File: config.mk
export PLATFORM = sky130hd
export DESIGN_NAME = predrv_config_init
export DESIGN_NICKNAME = d
export VERILOG_FILES = /design/src/pkg/predrv_pkg.sv /design/src/design/predrv_config_init.sv /design/src/design/boot_init_channel.sv
export SDC_FILE = /design/constraint.sdc
export NUM_CORES = 1
export LEC_CHECK = 0
export ABC_AREA = 1
export BUFFER_PORTS_ARGS = -buffer_cell sky130_fd_sc_hd__clkbuf_2
export CAP_MARGIN = 25
export CORE_ASPECT_RATIO = 0.8
export CORE_MARGIN = 2
export CORE_UTILIZATION = 46
export CTS_CLUSTER_DIAMETER = 120
export DETAILED_ROUTE_END_ITERATION = 7
export PLACE_DENSITY_LB_ADDON = 0.05
export SETUP_SLACK_MARGIN = 0.5
export SYNTH_ARGS = -nofsm -noshare
export SYNTH_HDL_FRONTEND = slang
export SYNTH_SLANG_ARGS = --single-unit
File: constraint.sdc
create_clock -name core_clk -period 1.6 [get_ports core_clk]
set_input_delay 0.08 -clock core_clk [delete_from_list [all_inputs] [get_ports core_clk]]
set_output_delay 0.08 -clock core_clk [all_outputs]
set_load 0.01 [all_outputs]
File: src/pkg/predrv_pkg.sv
// Shared constants, carriers and state type for the pre-driver configuration block.
package predrv_pkg;

    localparam int NUM_HS = 5;
    localparam int NUM_LS = 7;
    localparam int NUM_OUT = NUM_HS + NUM_LS;

    // Register offsets (word addresses on the serial register port).
    localparam logic [9:0] HS_SLEW_ADDR = 10'h18E;
    localparam logic [9:0] LS_SLEW_ADDR = 10'h18F;
    localparam logic [9:0] BIAS_CFG_ADDR = 10'h1A4;

    // Reset values.
    localparam logic [15:0] HS_SLEW_RESET = 16'h0000;
    localparam logic [15:0] LS_SLEW_RESET = 16'h0000;
    localparam logic [15:0] BIAS_CFG_RESET = 16'h0000;

    // Field positions.
    localparam int HS_SLEW_USED = 10;
    localparam int LS7_RISE_LSB = 14;
    localparam int LS7_FALL_LSB = 12;
    localparam int BIAS_HS_PU_LSB = 0;
    localparam int BIAS_LS_PD_LSB = 5;
    localparam int BIAS_HS2_SPU_BIT = 11;
    localparam int BIAS_HS4_SPU_BIT = 12;
    localparam int BIAS_USED = 13;
    localparam int HS2_IDX = 1;
    localparam int HS4_IDX = 3;

    // Source threshold codes applied during initialization.
    localparam logic [2:0] VSRC_LOW_CODE = 3'h1;
    localparam logic [2:0] VSRC_HIGH_CODE = 3'h2;

    // Initialization timer: 36 ms at 20 MHz, shown as 52 steps of six bits.
    localparam int INIT_TIME_MS = 36;
    localparam int CLK_HZ = 20_000_000;
    localparam int INIT_CYCLES = INIT_TIME_MS * (CLK_HZ / 1000);
    localparam logic [5:0] TIMER_STEPS = 6'h34;

    typedef struct packed {
        logic        wr;
        logic        rd;
        logic [9:0]  addr;
        logic [15:0] wdata;
    } reg_req_t;

    typedef struct packed {
        logic [NUM_HS-1:0] bs_ready;
        logic [NUM_HS-1:0] clamp;
        logic [NUM_HS-1:0] src_below;
    } hs_fbk_t;

    typedef enum logic [1:0] {
        WAIT_SUPPLY,
        INIT_LOW,
        INIT_HIGH,
        NORMAL_OP
    } init_state_t;

endpackage : predrv_pkg

File: src/design/predrv_config_init.sv
// Slew-rate and bias configuration with bootstrap initialization sequencing.
`timescale 1ns/100ps
`default_nettype none
module predrv_config_init
    import predrv_pkg::*;
#(
    parameter int INIT_CYCLES_P = INIT_CYCLES
) (
    // Clock and reset
    input  wire logic                   core_clk,
    input  wire logic                   sys_rst,
    // SPI register port
    input  wire reg_req_t               spi_req,
    output logic [15:0]                 spi_rdata,
    output logic                        spi_rvalid,
    // Microcore register port
    input  wire reg_req_t               mc_req,
    input  wire logic [NUM_OUT-1:0]     output_access_grant,
    // Settings owned by other register files
    input  wire logic [14:0]            vsrc_threshold_prog,
    input  wire logic                   vccp_ext_enable_prog,
    input  wire logic [NUM_HS*NUM_LS-1:0] coupling_select,
    input  wire logic [NUM_HS-1:0]      coupling_disable,
    // Driver commands from the same clock domain
    input  wire logic [NUM_HS-1:0]      hs_on_cmd,
    input  wire logic [NUM_LS-1:0]      ls_on_cmd,
    // Analog and pin inputs
    input  wire hs_fbk_t                hs_fbk,
    input  wire logic                   gate_supply_undervoltage,
    input  wire logic                   debug_strap_pin,
    // Slew-rate settings
    output logic [2*NUM_HS-1:0]         hs_slew,
    output logic [2*(NUM_LS-1)-1:0]     ls_slew,
    output logic [1:0]                  last_low_side_driver_rise,
    output logic [1:0]                  last_low_side_driver_fall,
    // Effective bias and overrides
    output logic [NUM_HS-1:0]           high_pullup_enable,
    output logic [1:0]                  high_strong_pullup_enable,
    output logic [NUM_LS-2:0]           low_pulldown_enable,
    output logic [NUM_HS-1:0]           init_current_limit,
    output logic [14:0]                 vsrc_threshold_eff,
    output logic                        vccp_ext_enable,
    // Bootstrap status
    output logic [NUM_HS-1:0]           boot_cap_uncharged,
    output logic [NUM_HS-1:0]           threshold_raised_flag,
    output logic [NUM_HS-1:0]           low_coupling_active,
    output logic [5:0]                  init_timer_value
);

    localparam int STEP_CYCLES = INIT_CYCLES_P / int'(TIMER_STEPS);

    // Expand one grant bit per output into a two-bit field mask.
    function automatic logic [15:0] pair_mask(input logic [7:0] g);
        logic [15:0] m;
        m = 16'h0000;
        for (int i = 0; i < 8; i++) begin
            m[2*i] = g[i];
            m[2*i+1] = g[i];
        end
        return m;
    endfunction : pair_mask

    // Merge write data into a register under a bit mask.
    function automatic logic [15:0] merge(input logic [15:0] old, input logic [15:0] wd,
                                          input logic [15:0] m);
        return (old & ~m) | (wd & m);
    endfunction : merge

    logic [15:0] hs_slew_reg;
    logic [15:0] ls_slew_reg;
    logic [15:0] bias_reg;

    // Synchronised analog and pin inputs.
    hs_fbk_t     fbk_meta;
    hs_fbk_t     fbk_sync;
    logic        uv_meta;
    logic        uv_sync;
    logic        strap_meta;
    logic        strap_sync;
    logic        strap_latched;

    logic [$clog2(INIT_CYCLES_P+1)-1:0] step_cnt;
    logic [5:0]  step_idx;
    logic        timer_done;

    logic [NUM_HS-1:0] initializing;
    logic [NUM_HS-1:0] thr_high;
    logic [NUM_HS-1:0] exit_req;
    logic        any_init;

    // Register write decode.
    wire spi_hs_wr = spi_req.wr && spi_req.addr == HS_SLEW_ADDR;
    wire spi_ls_wr = spi_req.wr && spi_req.addr == LS_SLEW_ADDR;
    wire spi_bias_wr = spi_req.wr && spi_req.addr == BIAS_CFG_ADDR;
    wire mc_hs_wr = mc_req.wr && mc_req.addr == HS_SLEW_ADDR;
    wire mc_ls_wr = mc_req.wr && mc_req.addr == LS_SLEW_ADDR;
    wire mc_bias_wr = mc_req.wr && mc_req.addr == BIAS_CFG_ADDR;

    // Microcore write masks, one field group per output it holds.
    wire [NUM_HS-1:0] hs_grant = output_access_grant[NUM_HS-1:0];
    wire [NUM_LS-1:0] ls_grant = output_access_grant[NUM_OUT-1:NUM_HS];
    wire [15:0] hs_mask = pair_mask({3'h0, hs_grant}) & 16'h03FF;
    wire [15:0] ls_mask = pair_mask({ls_grant[NUM_LS-1], ls_grant});
    wire [15:0] bias_mask = {3'h0, hs_grant[HS4_IDX], hs_grant[HS2_IDX],
                             ls_grant[NUM_LS-2:0], hs_grant};

    // Reserved bits never store.
    wire [15:0] hs_used_mask = 16'h03FF;
    wire [15:0] bias_used_mask = 16'h1FFF;

    // SPI writes take priority so the host can always recover a setting.
    always_ff @(posedge core_clk) begin
        if (sys_rst) begin
            hs_slew_reg <= HS_SLEW_RESET;
            ls_slew_reg <= LS_SLEW_RESET;
            bias_reg <= BIAS_CFG_RESET;
        end else begin
            if (spi_hs_wr) hs_slew_reg <= spi_req.wdata & hs_used_mask;
            else if (mc_hs_wr) hs_slew_reg <= merge(hs_slew_reg, mc_req.wdata, hs_mask);
            if (spi_ls_wr) ls_slew_reg <= spi_req.wdata;
            else if (mc_ls_wr) ls_slew_reg <= merge(ls_slew_reg, mc_req.wdata, ls_mask);
            if (spi_bias_wr) bias_reg <= spi_req.wdata & bias_used_mask;
            else if (mc_bias_wr) bias_reg <= merge(bias_reg, mc_req.wdata, bias_mask);
        end
    end

    // Slew-rate outputs.
    assign hs_slew = hs_slew_reg[HS_SLEW_USED-1:0];
    assign ls_slew = ls_slew_reg[2*(NUM_LS-1)-1:0];
    assign last_low_side_driver_rise = ls_slew_reg[LS7_RISE_LSB+1:LS7_RISE_LSB];
    assign last_low_side_driver_fall = ls_slew_reg[LS7_FALL_LSB+1:LS7_FALL_LSB];

    // Two-flop synchronisers for comparator and pin inputs.
    always_ff @(posedge core_clk) begin
        if (sys_rst) begin
            fbk_meta <= '0;
            fbk_sync <= '0;
            uv_meta <= 1'b1;
            uv_sync <= 1'b1;
        end else begin
            fbk_meta <= hs_fbk;
            fbk_sync <= fbk_meta;
            uv_meta <= gate_supply_undervoltage;
            uv_sync <= uv_meta;
        end
    end

    // The strap keeps toggling through its synchroniser during reset so the
    // level present at release is the one held for the rest of operation.
    always_ff @(posedge core_clk) begin
        strap_meta <= debug_strap_pin;
        strap_sync <= strap_meta;
    end

    always_ff @(posedge core_clk) begin
        if (sys_rst) strap_latched <= strap_sync;
    end

    // Shared initialization timer; held at zero while the supply is low and
    // frozen once expired, so a late dip cannot restart the sequence.
    always_ff @(posedge core_clk) begin
        if (sys_rst) begin
            step_cnt <= '0;
            step_idx <= 6'h00;
        end else if (!timer_done) begin
            if (uv_sync) begin
                step_cnt <= '0;
                step_idx <= 6'h00;
            end else if (step_cnt == ($bits(step_cnt))'(STEP_CYCLES - 1)) begin
                step_cnt <= '0;
                step_idx <= step_idx + 6'h01;
            end else begin
                step_cnt <= step_cnt + 1'b1;
            end
        end
    end

    assign timer_done = (step_idx == TIMER_STEPS);
    assign init_timer_value = step_idx;

    // Low-side coupling indication per high-side source.
    genvar h;
    generate
        for (h = 0; h < NUM_HS; h++) begin : g_hs
            assign low_coupling_active[h] =
                |(coupling_select[h*NUM_LS +: NUM_LS] & ls_on_cmd) | coupling_disable[h];

            assign exit_req[h] = (fbk_sync.bs_ready[h] & fbk_sync.src_below[h])
                               | (fbk_sync.clamp[h] & fbk_sync.src_below[h])
                               | low_coupling_active[h]
                               | hs_on_cmd[h];

            boot_init_channel u_chan (
                .core_clk     (core_clk),
                .sys_rst      (sys_rst),
                .supply_ok    (!uv_sync),
                .timer_done   (timer_done),
                .exit_req     (exit_req[h]),
                .initializing (initializing[h]),
                .thr_high     (thr_high[h]),
                .raised_flag  (threshold_raised_flag[h]),
                .uncharged    (boot_cap_uncharged[h])
            );

            // Override the programmed source threshold only while initializing.
            assign vsrc_threshold_eff[3*h +: 3] =
                !initializing[h] ? vsrc_threshold_prog[3*h +: 3]
                : (thr_high[h] ? VSRC_HIGH_CODE : VSRC_LOW_CODE);
        end
    endgenerate

    assign any_init = |initializing;
    assign init_current_limit = initializing;

    // Effective bias after initialization masks.
    wire [NUM_HS-1:0] hs_pu_prog = bias_reg[BIAS_HS_PU_LSB +: NUM_HS];
    wire [NUM_LS-2:0] ls_pd_prog = bias_reg[BIAS_LS_PD_LSB +: NUM_LS-1];
    assign high_pullup_enable = hs_pu_prog & ~initializing;
    assign high_strong_pullup_enable[0] =
        bias_reg[BIAS_HS2_SPU_BIT] & ~initializing[HS2_IDX];
    assign high_strong_pullup_enable[1] =
        bias_reg[BIAS_HS4_SPU_BIT] & ~initializing[HS4_IDX];
    assign low_pulldown_enable = any_init ? {(NUM_LS-1){1'b1}} : ls_pd_prog;

    wire [15:0] bias_eff = {3'h0, high_strong_pullup_enable[1], high_strong_pullup_enable[0],
                            low_pulldown_enable, high_pullup_enable};

    assign vccp_ext_enable = (any_init && strap_latched) ? 1'b0 : vccp_ext_enable_prog;

    // Register read; unmapped addresses return zero.
    wire [15:0] read_mux =
        (spi_req.addr == HS_SLEW_ADDR) ? hs_slew_reg :
        (spi_req.addr == LS_SLEW_ADDR) ? ls_slew_reg :
        (spi_req.addr == BIAS_CFG_ADDR) ? bias_eff : 16'h0000;

    always_ff @(posedge core_clk) begin
        if (sys_rst) begin
            spi_rdata <= 16'h0000;
            spi_rvalid <= 1'b0;
        end else begin
            spi_rvalid <= spi_req.rd;
            if (spi_req.rd) spi_rdata <= read_mux;
        end
    end

    chk_bias_readback: assert property (@(posedge core_clk) disable iff (sys_rst)
        (spi_req.rd && spi_req.addr == BIAS_CFG_ADDR) |=> spi_rvalid && spi_rdata == $past(bias_eff))
        else $error("bias read did not return effective bias");
    chk_ls_force: assert property (@(posedge core_clk) disable iff (sys_rst)
        any_init |-> low_pulldown_enable == {(NUM_LS-1){1'b1}})
        else $error("low-side pull-downs not forced during initialization");
    chk_hs_mask: assert property (@(posedge core_clk) disable iff (sys_rst)
        (high_pullup_enable & initializing) == '0)
        else $error("high-side pull-up active during initialization");
    chk_bias_restore: assert property (@(posedge core_clk) disable iff (sys_rst)
        !any_init |-> low_pulldown_enable == ls_pd_prog)
        else $error("programmed low-side bias not restored");
    chk_vccp_force: assert property (@(posedge core_clk) disable iff (sys_rst)
        (any_init && strap_latched) |-> !vccp_ext_enable)
        else $error("external regulator enabled during initialization");
    chk_current_limit: assert property (@(posedge core_clk) disable iff (sys_rst)
        $fell(initializing[0]) |-> !init_current_limit[0] && !boot_cap_uncharged[0])
        else $error("current limit not released with initialization");
    chk_mc_denied: assert property (@(posedge core_clk) disable iff (sys_rst)
        (mc_hs_wr && !spi_req.wr && hs_grant == '0) |=> $stable(hs_slew_reg))
        else $error("microcore changed slew without access");
    chk_timer_hold: assert property (@(posedge core_clk) disable iff (sys_rst)
        uv_sync && !timer_done |=> init_timer_value == 6'h00)
        else $error("timer ran during undervoltage");
    chk_threshold_high: assert property (@(posedge core_clk) disable iff (sys_rst)
        thr_high[HS2_IDX] |-> vsrc_threshold_eff[3*HS2_IDX +: 3] == VSRC_HIGH_CODE)
        else $error("raised threshold not applied");

    // Each per-driver check watches a channel that start-up really carries
    // through the state it depends on, so none of them can pass vacuously.
    chk_threshold_low: assert property (@(posedge core_clk) disable iff (sys_rst)
        (initializing[0] && !thr_high[0]) |-> vsrc_threshold_eff[2:0] == VSRC_LOW_CODE)
        else $error("low threshold not applied during initialization");

    chk_threshold_back: assert property (@(posedge core_clk) disable iff (sys_rst)
        !initializing[0] |-> vsrc_threshold_eff[2:0] == vsrc_threshold_prog[2:0])
        else $error("programmed threshold not restored");

    chk_strong_mask: assert property (@(posedge core_clk) disable iff (sys_rst)
        initializing[HS4_IDX] |-> !high_strong_pullup_enable[1])
        else $error("strong pull-up active during initialization");

    chk_pullup_restore: assert property (@(posedge core_clk) disable iff (sys_rst)
        !initializing[2] |-> high_pullup_enable[2] == hs_pu_prog[2])
        else $error("programmed pull-up not restored");

    chk_ls7_split: assert property (@(posedge core_clk) disable iff (sys_rst)
        spi_ls_wr |=> last_low_side_driver_rise == $past(spi_req.wdata[LS7_RISE_LSB +: 2])
                      && last_low_side_driver_fall == $past(spi_req.wdata[LS7_FALL_LSB +: 2]))
        else $error("last low-side edges not stored separately");

    chk_coupling_off: assert property (@(posedge core_clk) disable iff (sys_rst)
        coupling_disable[4] |-> low_coupling_active[4])
        else $error("coupling indication low with coupling disabled");

    chk_timer_frozen: assert property (@(posedge core_clk) disable iff (sys_rst)
        timer_done |=> init_timer_value == TIMER_STEPS)
        else $error("expired timer moved");

    chk_raised_sticky: assert property (@(posedge core_clk) disable iff (sys_rst)
        threshold_raised_flag[1] |=> threshold_raised_flag[1])
        else $error("raised flag cleared without reset");

    chk_uncharged_track: assert property (@(posedge core_clk) disable iff (sys_rst)
        boot_cap_uncharged == init_current_limit)
        else $error("uncharged status disagrees with initialization");

    cov_timer_expire: cover property (@(posedge core_clk) disable iff (sys_rst) $rose(timer_done));
    cov_all_done: cover property (@(posedge core_clk) disable iff (sys_rst) $fell(any_init));
    cov_mc_write: cover property (@(posedge core_clk) disable iff (sys_rst)
        mc_bias_wr && bias_mask != 16'h0000);
    cov_coupling_exit: cover property (@(posedge core_clk) disable iff (sys_rst)
        $fell(initializing[HS4_IDX]) && low_coupling_active[HS4_IDX]);

endmodule : predrv_config_init
`default_nettype wire

File: src/design/boot_init_channel.sv
// Bootstrap initialization state machine for one high-side driver.
`timescale 1ns/100ps
`default_nettype none
module boot_init_channel
    import predrv_pkg::*;
(
    // Clock and reset
    input  wire logic core_clk,
    input  wire logic sys_rst,
    // Conditions
    input  wire logic supply_ok,
    input  wire logic timer_done,
    input  wire logic exit_req,
    // Status
    output logic      initializing,
    output logic      thr_high,
    output logic      raised_flag,
    output logic      uncharged
);

    init_state_t state;
    init_state_t next_state;

    always_comb begin
        next_state = state;
        unique case (state)
            WAIT_SUPPLY: if (supply_ok) next_state = INIT_LOW;
            INIT_LOW: begin
                if (exit_req) next_state = NORMAL_OP;
                else if (timer_done) next_state = INIT_HIGH;
            end
            INIT_HIGH: if (exit_req) next_state = NORMAL_OP;
            NORMAL_OP: next_state = NORMAL_OP;
        endcase
    end

    always_ff @(posedge core_clk) begin
        if (sys_rst) begin
            state <= WAIT_SUPPLY;
            raised_flag <= 1'b0;
        end else begin
            state <= next_state;
            if (state == INIT_LOW && next_state == INIT_HIGH) raised_flag <= 1'b1;
        end
    end

    assign initializing = (state != NORMAL_OP);
    assign thr_high = (state == INIT_HIGH);
    assign uncharged = (state != NORMAL_OP);

    chk_wait_supply: assert property (@(posedge core_clk) disable iff (sys_rst)
        (state == WAIT_SUPPLY && !supply_ok) |=> state == WAIT_SUPPLY)
        else $error("init left before supply was good");
    chk_timer_raise: assert property (@(posedge core_clk) disable iff (sys_rst)
        (state == INIT_LOW && timer_done && !exit_req) |=> (thr_high && raised_flag))
        else $error("threshold not raised at end of count");
    chk_exit_init: assert property (@(posedge core_clk) disable iff (sys_rst)
        (state inside {INIT_LOW, INIT_HIGH} && exit_req) |=> !initializing && !uncharged)
        else $error("driver stayed in initialization after exit condition");
    chk_normal_sticky: assert property (@(posedge core_clk) disable iff (sys_rst)
        !initializing |=> !initializing [*2])
        else $error("driver re-entered initialization");
    cov_high_path: cover property (@(posedge core_clk) disable iff (sys_rst)
        thr_high ##1 !initializing);

endmodule : boot_init_channel
`default_nettype wire

==> impl_metrics.py, run 1 <==
metrics = {
    "status": {
        "outcome": "complete, but fails checks",
        "violations": "setup timing",
    },
    "global_route": {
        "grt_max_degree": 68,
        "grt_pass1_wl_um": 39430,
        "overflow": 0,
        "gr-usage-all-layers": 0.3103,
        "grt_pass1_vias": 7939,
        "antenna_found_initial": 0,
    },
    "clock_network": {
        "clkTransAtPathRegs_ns": 0.07,
        "worstSkewPairLatency_ns": 0.44,
        "clock_sinks": 132,
        "numCtsBuffers": 17,
        "clockBufferDepth": 2,
        "clk_root_buffer_cell": "clkbuf_16",
        "cts_tree": "yes",
        "cts-htree-levels": 4,
    },
    "floorplan": {
        "dieArea_um2": 16640,
        "start_util": 0.4738,
        "core_area_um2": 15160,
        "die_h_um": 115.8,
        "die_w_um": 143.7,
        "num_io_pins": 253,
        "rows": 40,
    },
    "power_and_ir_drop": {
        "peakVddDrop_mv": 0.7430,
        "powerDensity_nw_per_um2": 758.3,
        "p_leak_nw": 5.780,
        "power.total_mw": 8.853,
    },
    "logic_synthesis": {
        "synth-adder-area-share": 0.006966,
        "yosysUniqueCellTypes": 39,
        "synthSimpleGateAreaFrac": 0.3903,
        "synth_edf_count": 1,
        "synth_ff_type": "dfxtp_1",
        "synth-seq-area-share": 0.3692,
        "synth_compound_area_frac": 0.09213,
        "netlist_area_um2": 7184,
        "yosysWarnings": 0,
        "syn_inst": 1130,
        "synth_top_family_by_area": "simple AND/OR/NAND/NOR gates",
        "synth.area.mux_share": 0,
        "ys_ff_latch": 132,
        "synth-xor-area-share": 0.009753,
        "synth_largest_area_cell": "dfxtp_1",
        "synth_area_leaders": "dfxtp_1, nand2_1, inv_1",
        "postSynthAreaPerCell_um2": 6.358,
        "syn_nets": 1289,
        "async_flop_share": 0,
        "synthDominantCellAreaShare": 0.3650,
    },
    "setup_path": {
        "crit_path_start_kind": "register",
        "cp_data_arrival_time_ns": 1.52,
        "worstPathRequired_ns": 1.52,
        "crit_type": "register to output port",
        "cp_slowest_cell": "dfxtp_4",
        "crit_buf_inv": 2,
        "critPathMaxStageDelay_ns": 0.38,
        "crit_path_end_kind": "output port",
        "critPathMaxFanout": 5,
        "crit_chain": "nand2_8 > nor2_4 > buf_12 > nand4_1 > buf_2",
        "crit_family": "flip-flops",
    },
    "route": {
        "drt_iter0_drc": 788,
        "drtPass1Iterations": 5,
        "routed_wl_um": 28620,
        "wire_per_inst_um": 16.56,
        "vias": 8991,
        "dr.max_layer_used": "met4",
        "met2WireLength_um": 13520,
        "wl_met1_um": 11420,
        "drtAntennaViolNets": 0,
        "met3_length_um": 2515,
        "route.detailed.drc": 0,
        "viasPerCell": 5.203,
    },
    "timing": {
        "skew_ns": 0.008969,
        "finalSetupTns_ns": -0.003482,
        "fin_crit_sh": 1.002,
        "rsz0062_at_grt": "true",
        "layout_setup_ws_ns": -0.003482,
        "relSlewSlack": 0.5757,
        "worst_pin_slew_ns": 0.6355,
        "fmax_mhz": 623.6,
        "hold_viol_final": 0,
        "setup_viol": 1,
        "fin_crit_ns": 1.603,
        "slew_violations": 0,
    },
    "job": {
        "cap_violations": 0,
    },
    "layout": {
        "nets": 1664,
        "area_growth_pct": 62.50,
        "drive_gt1_frac": 0.3939,
        "antennaDiodeCount": 0,
    },
    "place": {
        "place.gp.congestion": 0.9185,
        "hpwl_um": 18270,
        "io_buffers": 251,
    },
    "hold_path": {
        "hp-class": "input pin to register",
    },
}
[worst min-delay path: stages]
cell	delay [ns]
clkbuf_2	0.10
nand2_1	0.06
nand2_1	0.04
o21ai_0	0.07
a21oi_1	0.06
[report_power, final]
group / switching [mW] / internal [mW] / total, mW
clock: 1.78 / 2.18 / 3.96
sequential: 0.0713 / 3.37 / 3.44
combinational: 0.777 / 0.681 / 1.46
[layer usage]
metal | up-vias | GRT usage
li1 | 4334 | -
met1 | 4078 | 0.3855
met2 | 479 | 0.5127
met3 | 100 | 0.08140
met4 | 0 | 0.1340
met5 | - | 0
[what timing repair did]
item                                    in CTS  in global routing
gates resized for setup                    132                199
pin swaps                                   43                 65
buffers inserted                            47                 36
endpoints found under the hold margin       40                  0
endpoints found under the setup margin      94                 99
cloned                                       4                  0
hold buffers                                33                  0
[cell families (layout without fill, tap and decap cells)]
kind of cell / Yosys count / count (layout)
XOR/XNOR: 8 / 8
buffers and inverters: 223 / 608
AND/OR/NAND/NOR: 639 / 642
AO/OA/AOI/OAI: 124 / 124
flip-flops: 132 / 132
adder cells (fa/ha/maj): 4 / 4
[final timing paths]
| path | from | end | slack (ns) | cells after the start |
|---|---|---|---|---|
| worst max-delay path | g_hs[1].u_chan.state[0] | low_pulldown_enable[1] | -0.003 | 5 |
| worst min-delay path | mc_req[4] | register | 0.03 | 5 |
| worst max register to register | init_timer_value[1] | g_hs[3].u_chan.state[0] | 0.04 | 10 |
| worst min register to register | strap_meta | strap_sync | 0.33 | 0 |
[layout by cell type, fill, tap and decap left out, types with 8 or more instances in the layout]
master / instances
nor3_2: 9
buf_12: 11
dfxtp_1: 102
clkbuf_2: 208
nand3_2: 8
buf_8: 11
inv_2: 17
o21ai_0: 20
nand2_4: 15
buf_2: 16
nand2_8: 8
dlygate4sd3_1: 33
buf_6: 70
nor2_2: 14
nand2_2: 21
o21ai_1: 17
nand4_1: 45
clkbuf_16: 18
a21oi_2: 20
nand3_1: 88
buf_4: 55
dfxtp_4: 17
nor2_4: 21
nand2_1: 263
dfxtp_2: 12
a21oi_1: 38
inv_1: 147
a31oi_1: 10
nor2_1: 125
[per-stage QoR]
step	setup WS [ns]	hold slack, ns	std cells	util	instance area (um2)
floorplan	0.2654	0.1077	1130	-	7360
global placement	0.1314	0.1829	1576	0.5858	8884
detailed placement	0.1143	0.1881	1576	0.5858	8884
CTS	0.01651	0.01320	1692	0.7101	10770
global route	-0.07488	0.03673	1728	0.7699	11670
finish	-0.003482	0.02711	1728	0.7699	11670
[Yosys cell counts, types with 3 or more instances]
cell and count:
xor2_1 6, nor3_1 9, nor2_4 3, a21oi_1 62, nor3_2 4, ha_1 4, inv_1 163, or2_0 4
nand4_1 45, nand2_1 301, dfxtp_1 131, buf_2 15, buf_6 4, inv_2 8, o211ai_1 5, nand3_1 98
a31oi_1 11, nor2_2 6, buf_4 16, or2_2 5, o21ai_0 27, nand3b_1 4, clkbuf_1 15, nor2_1 151
o21ai_1 13
[cell type report]
| cell class | instances | area [um2] |
|---|---|---|
| fillers | 1096 | 3490 |
| clock inverters | 14 | 146.4 |
| well taps | 210 | 262.8 |
| flip-flops and latches | 132 | 2731 |
| multi-input cells | 778 | 4359 |
| clock buffers | 18 | 450.4 |
| repair buffers | 405 | 3065 |
| inverters | 171 | 659.4 |
No activity file was read; power rests on OpenSTA's default activity.
==> inputs of run 2 (changes only) <==
- clock period: 1.6 -> 1.31 ns (I/O delays scaled with it)
==> run 2 against run 1 <==
Net effect:
- the flow finishes with violations (DRC, hold timing, setup timing)
- wire length increased by 43%
- total power is 26% higher
- sequential power increased by 21%
- combinational power up 38%
- critical endpoint is now init_timer_value[0]
- setup slack got worse by 0.35 ns
- largest cell class unchanged
- cell count grew 5.0%
- largest power group unchanged
- first-iteration DRC count is 85% higher
==> impl_metrics.py, run 2 (synthesized netlist as in run 1, its figures left out) <==
metrics = {
    "floorplan": {
        "rows": 40,
        "dieArea_um2": 16640,
        "die_w_um": 143.7,
        "core_area_um2": 15160,
        "num_io_pins": 253,
        "start_util": 0.4738,
        "die_h_um": 115.8,
    },
    "layout": {
        "antennaDiodeCount": 0,
        "final_common_cell": "nand2_1",
        "seq_area_um2": 2814,
        "layoutNonFillerInstCount": 1814,
        "multi_input_area_um2": 4938,
        "area_growth_pct": 90.39,
        "nets": 1750,
        "drive_gt1_frac": 0.5368,
        "nFillCells": 584,
        "final_cell_mix": "nand2_1, clkbuf_2, buf_6",
    },
    "setup_path": {
        "critPathMaxFanout": 6,
        "crit_path_start_kind": "register",
        "crit_path_end_kind": "register",
        "worstPathRequired_ns": 1.61,
        "crit_type": "register to register",
        "cp_data_arrival_time_ns": 1.96,
    },
    "timing": {
        "slew_violations": 0,
        "skew_ns": 0.01400,
        "fmax_mhz": 602.9,
        "hold_ws_ns": -0.01130,
        "layout_setup_ws_ns": -0.3485,
        "hold_viol_final": 1,
        "setup_viol": 76,
        "fin_crit_sh": 1.266,
        "fin_crit_ns": 1.659,
        "rsz0062_at_grt": "true",
        "relSlewSlack": 0.5053,
        "worst_pin_slew_ns": 0.7421,
    },
    "status": {
        "outcome": "complete, but fails checks",
        "violations": "DRC, hold timing, setup timing",
    },
    "power_and_ir_drop": {
        "powerDensity_nw_per_um2": 813.1,
        "peakVddDrop_mv": 0.8273,
        "p_leak_nw": 6.705,
        "power.total_mw": 11.12,
    },
    "route": {
        "routed_wl_um": 40820,
        "drtPass1Iterations": 8,
        "drtAntennaViolNets": 0,
        "vias": 11090,
        "drt_iter0_drc": 1457,
        "viasPerCell": 6.111,
        "wire_per_inst_um": 22.50,
        "route.detailed.drc": 50,
    },
    "clock_network": {
        "clockBufferDepth": 2,
        "cts_tree": "yes",
        "worstSkewPairLatency_ns": 0.45,
        "clock_sinks": 132,
        "numCtsBuffers": 17,
        "clk_root_buffer_cell": "clkbuf_16",
        "cts-htree-levels": 4,
        "clkTransAtPathRegs_ns": 0.07,
    },
    "global_route": {
        "grt_pass1_vias": 8673,
        "grt_max_degree": 57,
        "grt_pass1_wl_um": 42910,
        "gr-usage-all-layers": 0.3337,
        "antenna_found_initial": 1,
        "overflow": 0,
    },
    "place": {
        "place.gp.congestion": 0.9705,
        "io_buffers": 251,
        "placedCellCount": 1640,
        "hpwl_um": 18790,
    },
    "hold_path": {
        "hp-class": "input pin to register",
    },
    "job": {
        "cap_violations": 0,
    },
}
==> run 2: changes by cell type in the layout (fill, tap and decap cells not counted), sizes merged <==
cell,before,now
buf,164,297
nand3,100,101
clkbuf,226,173
nand2,307,306
clkinvlp,1,2
clkinv,2,3
inv,182,180
dlygate4sd3,33,38
bufinv,0,1
==> run 2: area by class of cell <==
class | count | share of cell area
Inverter | 171 | 0.05077
Clock buffer | 17 | 0.03110
Timing Repair Buffer | 491 | 0.3204
Clock inverter | 15 | 0.01171
Multi-Input combinational cell | 778 | 0.3611
Sequential cell | 132 | 0.2057
Tap cell | 210 | 0.01921
==> run 2: final timing paths <==
path                             startpoint                  end  slack, ns  depth (start not counted)
worst min-delay path             mc_req[10]             register      -0.01                          5
worst max-delay path            step_cnt[5]  init_timer_value[0]      -0.35                          9
worst max register to register  step_cnt[5]  init_timer_value[0]      -0.35                          9
worst min register to register   strap_meta           strap_sync       0.36                          0
==> run 2: repair_timing <==
| item | 4_1_cts | 5_1_grt |
|---|---|---|
| hold endpoints to repair | 45 | 1 |
| hold buffers | 37 | 1 |
| setup endpoints to repair | 168 | 191 |
| gates cloned | 3 | 14 |
| resized for setup | 237 | 450 |
| setup buffers | 58 | 29 |
| pin swaps | 61 | 111 |
==> run 2: routing by layer <==
layer / track usage / vias to the layer above / share of wire
li1: - / 4506 / -
met1: 0.4242 / 5000 / 0.33
met2: 0.5406 / 1129 / 0.44
met3: 0.08884 / 451 / 0.13
met4: 0.1392 / 0 / 0.096
met5: 0 / - / 0
==> run 2: power breakdown <==
group          internal, mW  switching [mW]  total [mW]  leakage [nW]
Combinational         0.894            1.12        2.01          5.30
Sequential             4.08          0.0760        4.15          1.12
Clock                  2.70            2.25        4.95         0.284
==> run 2: critical path: stages (launching register included) <==
cell	delay (ns)
dfxtp_1	0.36
nor2_1	0.20
nand2_1	0.13
nor2_1	0.13
nand3_1	0.10
nand2_2	0.15
nand2_4	0.14
buf_6	0.18
nand2_2	0.08
a21oi_2	0.05
==> run 2: stage by stage <==
stage	util	cell area, um2	TNS, ns	worst slack, ns	hold WS (ns)
4_1_cts	0.7757	11760	-5.166	-0.2942	0.001436
3_5_place_dp	0.6279	9522	-2.796	-0.1432	0.1714
2_1_floorplan	-	7555	-0.2292	-0.02458	0.09322
6_report	0.9020	13680	-14.25	-0.3485	-0.01130
5_1_grt	0.9020	13680	-15.78	-0.3726	0.004440
3_3_place_gp	0.6279	9522	-1.939	-0.1291	0.1755
